===== src/pin_select_consts.svh =====
// Register offsets, field positions, reset values and address map constants of the pin function selector.
`ifndef PIN_SELECT_CONSTS_SVH
`define PIN_SELECT_CONSTS_SVH

`define ADDR_W            8
`define REG_PORT7B2_CTRL  8'h00
`define REG_PORT8B4_CTRL  8'h04
`define REG_GPIO_OUT      8'h08
`define REG_PIN_STATUS    8'h0C
`define REG_RAM_SIZE      8'h10

`define SEL_W             4
`define SEL_ENABLE_BIT    3
`define SEL_RST           4'h0
`define GPIO_RST          2'h0

`define STAT_PORT7_IN     0
`define STAT_PORT8_IN     1
`define STAT_TEST_MODE    2
`define STAT_DEBUG_POS_C  3
`define STAT_DEBUG_POS_D  4

`define RAM_KB_W          8
`define PRAM_KB_RST       8'h20
`define DRAM_KB_RST       8'h10
`define MEM_ADDR_W        24
`define PRAM_BASE         24'hE00000
`define DRAM_END          24'h00DFFF
`define DRAM_END_NEXT     24'h00E000

`define SYNC_RST          3'h4
`define RESP_OKAY         2'h0
`define RESP_SLVERR       2'h2

`endif


===== src/pin_select_pkg.sv =====
// Types shared by the pin function selector modules.
package pin_select_pkg;
   `include "pin_select_consts.svh"
   typedef logic [`SEL_W-1:0]      sel_field_t;
   typedef logic [`RAM_KB_W-1:0]   ram_kb_t;
   typedef logic [`MEM_ADDR_W-1:0] mem_addr_t;
endpackage


===== src/pin_out_select.sv =====
// Output source selector for one general-purpose pin.
`timescale 1ns/1ps
module pin_out_select
   import pin_select_pkg::*;
(
   // Clock and reset.
   input  wire logic       clk,
   input  wire logic       reset,
   // Software selection and alternate sources.
   input  wire sel_field_t selField,
   input  wire logic [3:0] altOutputs,
   // Hardware ownership of the pin.
   input  wire logic       hwOwned,
   input  wire logic       hwValue,
   input  wire logic       hwDrive,
   // Pad side.
   output logic            pinOut,
   output logic            pinOe_n
);

   // Bit 2 of the field plays no part in choosing the source.
   always_ff @(posedge clk) begin
      if (reset) begin
         pinOut  <= 1'b0;
         pinOe_n <= 1'b1;
      end else if (hwOwned) begin
         pinOut  <= hwValue;                                    // [RULE5]
         pinOe_n <= !hwDrive;                                   // [RULE5]
      end else if (selField[`SEL_ENABLE_BIT]) begin
         pinOut  <= altOutputs[selField[1:0]];                  // [RULE4] [RULE11]
         pinOe_n <= 1'b0;
      end else begin
         pinOut  <= 1'b0;
         pinOe_n <= 1'b1;                                       // [RULE11]
      end
   end
endmodule


===== src/port_pin_function_select.sv =====
// Pin function selector with start-up debug positions, input routing, RAM placement and AXI4-Lite registers.
`timescale 1ns/1ps
// Overview of operation
// RULE1: Program RAM fills upward from region base.
// RULE2: Data RAM fills downward from region top.
// RULE3: Program base E00000h, data end 00DFFFh.
// RULE4: Field code 1x00 picks output zero, onward.
// RULE5: Hardware-owned output ignores the software field.
// RULE6: Port7 bit2: GPIO, mux control; feeds position.
// RULE7: Port8 bit4: GPIO, unit outputs; feeds unit3.
// RULE8: Debug position C: port7 bit2 is TDI, pulled.
// RULE9: Debug position D: port8 bit4 is TMS, pulled.
// RULE10: System holds factory test enable high normally.
// RULE11: Field top bit enables; bit 2 ignored.
module port_pin_function_select
   import pin_select_pkg::*;
(
   // Clock and reset.
   input  wire logic                   clk,
   input  wire logic                   reset,
   // AXI4-Lite register slave.
   input  wire logic [`ADDR_W-1:0]     s_axi_awaddr,
   input  wire logic                   s_axi_awvalid,
   output logic                        s_axi_awready,
   input  wire logic [31:0]            s_axi_wdata,
   input  wire logic [3:0]             s_axi_wstrb,
   input  wire logic                   s_axi_wvalid,
   output logic                        s_axi_wready,
   output logic [1:0]                  s_axi_bresp,
   output logic                        s_axi_bvalid,
   input  wire logic                   s_axi_bready,
   input  wire logic [`ADDR_W-1:0]     s_axi_araddr,
   input  wire logic                   s_axi_arvalid,
   output logic                        s_axi_arready,
   output logic [31:0]                 s_axi_rdata,
   output logic [1:0]                  s_axi_rresp,
   output logic                        s_axi_rvalid,
   input  wire logic                   s_axi_rready,
   // Start-up debug position straps.
   input  wire logic                   debugSelC,
   input  wire logic                   debugSelD,
   // Pins.
   input  wire logic                   port7_bit2In,
   output logic                        port7_bit2Out,
   output logic                        port7_bit2Oe_n,
   output logic                        port7_bit2PullUp,
   input  wire logic                   port8_bit4In,
   output logic                        port8_bit4Out,
   output logic                        port8_bit4Oe_n,
   output logic                        port8_bit4PullUp,
   input  wire logic                   factory_test_enable_n,
   // Peripheral sources and sinks.
   input  wire logic                   ext_analog_mux_ctrl0,
   input  wire logic                   unit1_ch1_out,
   input  wire logic                   unit3_ch1_out,
   output logic                        unit3_position_in0,
   output logic                        unit3_ch1_in,
   output logic                        jtagTdi,
   output logic                        jtagTms,
   output logic                        factoryTestActive,
   // On-chip RAM address decode.
   input  wire mem_addr_t              memAddr,
   output logic                        programRamHit,
   output logic                        dataRamHit,
   output mem_addr_t                   ramOffset
);

   sel_field_t port7Sel;
   sel_field_t port8Sel;
   logic [1:0] gpioOut;
   ram_kb_t    progKb;
   ram_kb_t    dataKb;
   logic       strapTaken;
   logic       debugPosC;
   logic       debugPosD;
   logic [2:0] pinRaw;
   logic [2:0] sync1;
   logic [2:0] sync2;
   logic [2:0] sync3;
   logic [2:0] pinFilt;

   // Straps are caught on the first edge after release, never under reset itself.
   always_ff @(posedge clk) begin
      if (reset) begin
         strapTaken <= 1'b0;
         debugPosC  <= 1'b0;
         debugPosD  <= 1'b0;
      end else if (!strapTaken) begin
         strapTaken <= 1'b1;
         debugPosC  <= debugSelC;
         debugPosD  <= debugSelD;
      end
   end
   // Three-stage synchronisers; a level counts only once stages two and three agree.
   assign pinRaw = {factory_test_enable_n, port8_bit4In, port7_bit2In};
   genvar gi;
   generate
      for (gi = 0; gi < 3; gi++) begin : g_sync
         always_ff @(posedge clk) begin
            if (reset) begin
               sync1[gi]   <= 1'(`SYNC_RST >> gi);
               sync2[gi]   <= 1'(`SYNC_RST >> gi);
               sync3[gi]   <= 1'(`SYNC_RST >> gi);
               pinFilt[gi] <= 1'(`SYNC_RST >> gi);
            end else begin
               sync1[gi] <= pinRaw[gi];
               sync2[gi] <= sync1[gi];
               sync3[gi] <= sync2[gi];
               if (sync2[gi] == sync3[gi]) begin
                  pinFilt[gi] <= sync3[gi];
               end
            end
         end
      end
   endgenerate
   // Input routing; JTAG inputs idle high when their position is not chosen.
   always_ff @(posedge clk) begin
      if (reset) begin
         unit3_position_in0 <= 1'b0;
         unit3_ch1_in       <= 1'b0;
         jtagTdi            <= 1'b1;
         jtagTms            <= 1'b1;
         factoryTestActive  <= 1'b0;
      end else begin
         unit3_position_in0 <= pinFilt[0];                                // [RULE6]
         unit3_ch1_in       <= pinFilt[1];                                // [RULE7]
         jtagTdi            <= debugPosC ? pinFilt[0] : 1'b1;             // [RULE8]
         jtagTms            <= debugPosD ? pinFilt[1] : 1'b1;             // [RULE9]
         factoryTestActive  <= !pinFilt[2];                               // [RULE10]
      end
   end
   // A debug position hands the pin to hardware as an input with its pull-up on.
   assign port7_bit2PullUp = debugPosC;                                   // [RULE8]
   assign port8_bit4PullUp = debugPosD;                                   // [RULE9]
   pin_out_select u_port7 (
      .clk        (clk),           .reset   (reset),
      .selField   (port7Sel),
      .altOutputs ({2'b00, ext_analog_mux_ctrl0, gpioOut[0]}),          // [RULE6]
      .hwOwned    (debugPosC),                                            // [RULE8]
      .hwValue    (1'b0),          .hwDrive (1'b0),
      .pinOut     (port7_bit2Out), .pinOe_n (port7_bit2Oe_n)
   );
   pin_out_select u_port8 (
      .clk        (clk),           .reset   (reset),
      .selField   (port8Sel),
      .altOutputs ({1'b0, unit3_ch1_out, unit1_ch1_out, gpioOut[1]}),   // [RULE7]
      .hwOwned    (debugPosD),                                            // [RULE9]
      .hwValue    (1'b0),          .hwDrive (1'b0),
      .pinOut     (port8_bit4Out), .pinOe_n (port8_bit4Oe_n)
   );
   // RAM placement: program RAM grows up from its base, data RAM down from its end.
   // Sizes beyond the data region's span wrap and are not guarded.
   mem_addr_t progSpan;
   mem_addr_t dataBottom;
   assign progSpan   = {6'h00, progKb, 10'h000};
   assign dataBottom = `DRAM_END_NEXT - {6'h00, dataKb, 10'h000};
   always_ff @(posedge clk) begin
      if (reset) begin
         programRamHit <= 1'b0;
         dataRamHit    <= 1'b0;
         ramOffset     <= '0;
      end else begin
         programRamHit <= (memAddr >= `PRAM_BASE) && ((memAddr - `PRAM_BASE) < progSpan); // [RULE1] [RULE3]
         dataRamHit    <= (memAddr <= `DRAM_END) && (memAddr >= dataBottom) && (dataKb != '0); // [RULE2] [RULE3]
         ramOffset     <= (memAddr >= `PRAM_BASE) ? memAddr - `PRAM_BASE : memAddr - dataBottom;
      end
   end
   // AXI4-Lite write path: address and data are held separately, answered once both are in.
   logic                awHeld;
   logic                wHeld;
   logic [`ADDR_W-1:0]  awAddr;
   logic [31:0]         wData;
   logic [3:0]          wStrb;
   logic                doWrite;
   logic [`ADDR_W-1:0]  wAddrWord;
   assign s_axi_awready = !awHeld;
   assign s_axi_wready  = !wHeld;
   assign doWrite       = awHeld && wHeld && !s_axi_bvalid;
   assign wAddrWord     = {awAddr[`ADDR_W-1:2], 2'b00};
   always_ff @(posedge clk) begin
      if (reset) begin
         awHeld <= 1'b0;
         awAddr <= '0;
      end else if (s_axi_awvalid && !awHeld) begin
         awHeld <= 1'b1;
         awAddr <= s_axi_awaddr;
      end else if (doWrite) begin
         awHeld <= 1'b0;
      end
   end
   always_ff @(posedge clk) begin
      if (reset) begin
         wHeld <= 1'b0;
         wData <= '0;
         wStrb <= '0;
      end else if (s_axi_wvalid && !wHeld) begin
         wHeld <= 1'b1;
         wData <= s_axi_wdata;
         wStrb <= s_axi_wstrb;
      end else if (doWrite) begin
         wHeld <= 1'b0;
      end
   end
   always_ff @(posedge clk) begin
      if (reset) begin
         port7Sel <= `SEL_RST;
         port8Sel <= `SEL_RST;
         gpioOut  <= `GPIO_RST;
         progKb   <= `PRAM_KB_RST;
         dataKb   <= `DRAM_KB_RST;
      end else if (doWrite) begin
         if (wAddrWord == `REG_PORT7B2_CTRL && wStrb[0]) begin
            port7Sel <= wData[`SEL_W-1:0];
         end else if (wAddrWord == `REG_PORT8B4_CTRL && wStrb[0]) begin
            port8Sel <= wData[`SEL_W-1:0];
         end else if (wAddrWord == `REG_GPIO_OUT && wStrb[0]) begin
            gpioOut <= wData[1:0];
         end else if (wAddrWord == `REG_RAM_SIZE) begin
            if (wStrb[0]) begin
               progKb <= wData[7:0];
            end
            if (wStrb[1]) begin
               dataKb <= wData[15:8];
            end
         end
      end
   end
   always_ff @(posedge clk) begin
      if (reset) begin
         s_axi_bvalid <= 1'b0;
         s_axi_bresp  <= `RESP_OKAY;
      end else if (doWrite) begin
         s_axi_bvalid <= 1'b1;
         s_axi_bresp  <= (wAddrWord <= `REG_RAM_SIZE) ? `RESP_OKAY : `RESP_SLVERR;
      end else if (s_axi_bready) begin
         s_axi_bvalid <= 1'b0;
      end
   end
   // Read path: one answer at a time, data one cycle after the address is taken.
   logic [`ADDR_W-1:0] rAddrWord;
   assign s_axi_arready = !s_axi_rvalid;
   assign rAddrWord     = {s_axi_araddr[`ADDR_W-1:2], 2'b00};
   always_ff @(posedge clk) begin
      if (reset) begin
         s_axi_rvalid <= 1'b0;
         s_axi_rdata  <= '0;
         s_axi_rresp  <= `RESP_OKAY;
      end else if (s_axi_arvalid && !s_axi_rvalid) begin
         s_axi_rvalid <= 1'b1;
         s_axi_rresp  <= `RESP_OKAY;
         if (rAddrWord == `REG_PORT7B2_CTRL) begin
            s_axi_rdata <= {28'h0000000, port7Sel};
         end else if (rAddrWord == `REG_PORT8B4_CTRL) begin
            s_axi_rdata <= {28'h0000000, port8Sel};
         end else if (rAddrWord == `REG_GPIO_OUT) begin
            s_axi_rdata <= {30'h0, gpioOut};
         end else if (rAddrWord == `REG_PIN_STATUS) begin
            s_axi_rdata <= {27'h0, debugPosD, debugPosC, !pinFilt[2], pinFilt[1], pinFilt[0]};
         end else if (rAddrWord == `REG_RAM_SIZE) begin
            s_axi_rdata <= {16'h0000, dataKb, progKb};
         end else begin
            s_axi_rdata <= '0;
            s_axi_rresp <= `RESP_SLVERR;
         end
      end else if (s_axi_rready) begin
         s_axi_rvalid <= 1'b0;
      end
   end
endmodule


===== config.mk =====
export PLATFORM = sky130hd
export DESIGN_NAME = port_pin_function_select
export DESIGN_NICKNAME = d
export VERILOG_FILES = /design/src/pin_select_pkg.sv /design/src/pin_out_select.sv /design/src/port_pin_function_select.sv
export VERILOG_INCLUDE_DIRS = /design/src /design/src/src
export SDC_FILE = /design/constraint.sdc
export NUM_CORES = 1
export LEC_CHECK = 0
export BUFFER_PORTS_ARGS = -buffer_cell sky130_fd_sc_hd__buf_2
export CORE_MARGIN = 4
export CORE_UTILIZATION = 45
export CTS_BUF_LIST = sky130_fd_sc_hd__clkbuf_2
export DETAILED_ROUTE_END_ITERATION = 10
export PLACE_DENSITY = 0.74
export SLEW_MARGIN = 0
export SYNTH_ARGS = -nofsm -noshare
export SYNTH_HDL_FRONTEND = slang
export SYNTH_SLANG_ARGS = --single-unit
export TNS_END_PERCENT = 5

===== constraint.sdc =====
create_clock -name clk -period 3.72 [get_ports clk]
set_input_delay 0.744 -clock clk [delete_from_list [all_inputs] [get_ports clk]]
set_output_delay 0.744 -clock clk [all_outputs]
set_load 0.03 [all_outputs]

==> flow_summary.ini <==
[pwr]
p_int_mw = 1.78
p_sw_frac = 0.292
seqPwrFrac = 0.551
combPwrFrac = 0.147
p_leak_nw = 2.78
power_switching_mw = 0.734
p_per_area_nw_per_um2 = 396
clockPowerShare = 0.302
peakVddDrop_mv = 0.160

[worst_setup_path]
r2r_start = dataKb[0]$_SDFFE_PP0P_
cp_cell_sequence = inv_1, ha_1, nor2b_1, nor2b_1, xor2_1, ha_1, a21o_1, a221oi_2, nor3_1, a211oi_2, or4_1, o211ai_1
r2r-end = ramOffset[22]$_SDFF_PP0_
slowest_delay_ns = 0.47
crit_path_start = dataKb[0]$_SDFFE_PP0P_
cp_data_arrival_time_ns = 3.48
crit_type = reg2reg
path_max_fanout = 5
crit_path_top_delay_cell = a221oi_2
r2r_slack_ns = 0.77
endpoint_kind = flop
cp-start-kind = flop
crit_required_ns = 4.25
rr_worst_depth = 12

[clock_network]
ctsHoldBuffers = 0
post_cts_buffers = 0
cts_sinks = 122
cts.repair.resized = 0
cts-root-buf = clkbuf_2
clkSlewWorstSetupHoldPaths_ns = 0.17
cts-htree-levels = 4
cts_tree = done
clkLatencyLatePin_ns = 0.67
clk_path_buf_depth = 2
cts_buffers = 17

[outcome]
status = finished clean

[synthesis]
synth_mux_area_frac = 0.0585
ys.flop_type = dfxtp_1
avgSynthCellArea_sq_um = 8.72
synth_compound_area_frac = 0.136
syn_inst = 628
synth_top_family_by_area = simple AND/OR/NAND/NOR gates
yosysUniqueCellTypes = 62
post-synth-top-count-cell = dfxtp_1
ys_top_cells_by_area = dfxtp_1 (45%), nand2_1 (6.5%), mux2i_1 (5.8%)
synthAdderAreaFrac = 0.0562
synth_xor_xnor_area_share = 0.0208
synth_area_sq_um = 5480
ys_ff_latch = 122
synthTopCellsByCount = dfxtp_1 (122), nand2_1 (95), a21oi_1 (61)
synth-edff-count = 0
synth_top_area_share = 0.446
ys_warn_count = 0
synth-simple-area-share = 0.222
synth_top_area_cell = dfxtp_1
ys_async_sr_fraction = 0
yosysSeqAreaShare = 0.446

[layout]
postLayoutCoreUtil = 0.530
fillers = 1166
nets = 863
drive_gt1_frac = 0.232
fin_cells = 906
n_antenna_cell = 0
area_growth_pct = 15.7

[die]
die-area_sq_um = 14000
initial_core_util = 0.458
fp-row-count = 40
fp.dieW_microns = 118
fp.coreArea_sq_um = 12000
io_pins = 169
die_y_microns = 118

[routing]
wire_per_inst_microns = 14.8
via_per_inst = 5.26
drt.antenna.violating_nets = 0
drtPass1Iterations = 5
drc = 0
initialDrtViolationCount = 272
num_vias = 4762
wirelength_microns = 13400

[global_routing]
antenna_found_initial = 0
grt_max_degree = 84
grt_overflow = 0
track_usage = 0.192
grt_pass1_vias = 4392
grt_first_pass_wirelength_microns = 21900

[sta]
final_max_slew_viol_count = 0
fmax_ghz = 0.339
layout_min_cycle_time_ns = 2.95
maxSlewHeadroom = 0.258
post-route-period-util = 0.792
fin_skew_ns = 0.0198
layout_setup_ws_ns = 0.772
rsz0062_at_grt = no
hold_viol = 0
setup_viol = 0
fin_tns_setup_ns = 0
worstMarginPinSlew_ns = 1.11

[placement]
dp_cells = 876
place.gp.congestion = 0.869
hpwl_microns = 10100
placement.io_buffers = 128
dp_slack_ns = 0.837

[hold_path]
holdCritPathClass = in2reg
hold_path.startpoint = s_axi_rready
hold_end = s_axi_rvalid$_SDFFE_PP0P_
whs_path_depth = 2

[job]
cap_violations = 0
[worst max path at each step]
stage	end	slack, ns	cells past startpoint
floorplan	ramOffset[19]$_SDFF_PP0_	1.17	11
CTS	ramOffset[22]$_SDFF_PP0_	0.79	12
global route	ramOffset[22]$_SDFF_PP0_	0.50	12
detailed placement	ramOffset[22]$_SDFF_PP0_	0.84	12
finish	ramOffset[22]$_SDFF_PP0_	0.77	12
global placement	ramOffset[22]$_SDFF_PP0_	0.86	11
[per-layer routing]
metal | track usage | vias to the layer above | share of wire
met3 | 0.0579 | 16 | 0.059
met1 | 0.252 | 2217 | 0.46
met2 | 0.305 | 156 | 0.47
met4 | 0.0593 | 0 | 0.011
met5 | 0 | - | 0
li1 | - | 2373 | -
[placed cells by master (no fill, tap or decap), drive strengths merged, types with 3 or more instances in the layout]
master	n
and3	5
nor3	11
nand2b	5
a21o	8
o21ai	15
or3	3
clkbuf	19
nor2b	26
mux2i	32
a21oi	62
o22ai	3
a211oi	9
inv	21
nand4	4
ha	23
or2	3
conb	18
xnor2	8
nand3	24
dfxtp	122
nor4	5
nor4b	4
nand2	96
clkinv	8
nor2	56
buf	131
xor2	5
nand3b	4
[final cells by class]
type                       instances  area (sq um)  share of cell area
inverter                          21          78.8              0.0124
tap                              147           184              0.0290
clock inverter                    11           106              0.0168
clock buffer                      19          95.1              0.0150
timing repair buffer             131           666               0.105
multi-input combinational        455          2770               0.437
sequential                       122          2440               0.385
[per-stage QoR]
stage / hold slack, ns / power, mW / instance area, sq um
3_5_place_dp: 0.396 / 1.78 / 6140
3_3_place_gp: 0.400 / 1.77 / 6140
6_report: 0.240 / 2.51 / 6340
5_1_grt: 0.129 / 2.65 / 6340
2_1_floorplan: 0.389 / 1.67 / 5540
4_1_cts: 0.151 / 2.54 / 6340
[cells by family (layout without fill, tap and decap cells)]
group | Yosys count | after routing
adder cells (fa/ha/maj) | 24 | 24
AND/OR/NAND/NOR | 249 | 249
multiplexers | 32 | 32
other | 1 | 18
flip-flops | 122 | 122
AO/OA/AOI/OAI | 119 | 119
buffers and inverters | 68 | 182
XOR/XNOR | 13 | 13
[state kept, by name (all words and copies together) (netlist names), 2 cells and up]
signal       flops
ramOffset       24
s_axi_rdata     16
wData           16
dataKb           8
progKb           8
awAddr           6
port7Sel         4
port8Sel         4
pinFilt          3
sync1            3
sync2            3
sync3            3
gpioOut          2
wStrb            2
[critical path, delay by kind of cell, from the launching register on]
kind                       cells  cell delay [ns]
buffers and inverters          1             0.07
and+or+nand+nor                4             0.56
AOI/OAI and AO/OA              4             1.06
xor gates and xnor gates       1             0.16
DFF                            1             0.46
adders and majority gates      2             0.51
[power groups by stage]
stage | clock [mW] | sequential (mW) | combinational [mW]
final | 0.758 | 1.38 | 0.370
after CTS | 0.789 | 1.38 | 0.370
after global routing | 0.852 | 1.39 | 0.404
after global placement | 0 | 1.41 | 0.360
after detailed placement | 0 | 1.41 | 0.367
after floorplan | 0 | 1.46 | 0.214
Power figures use the tool's default switching activity.
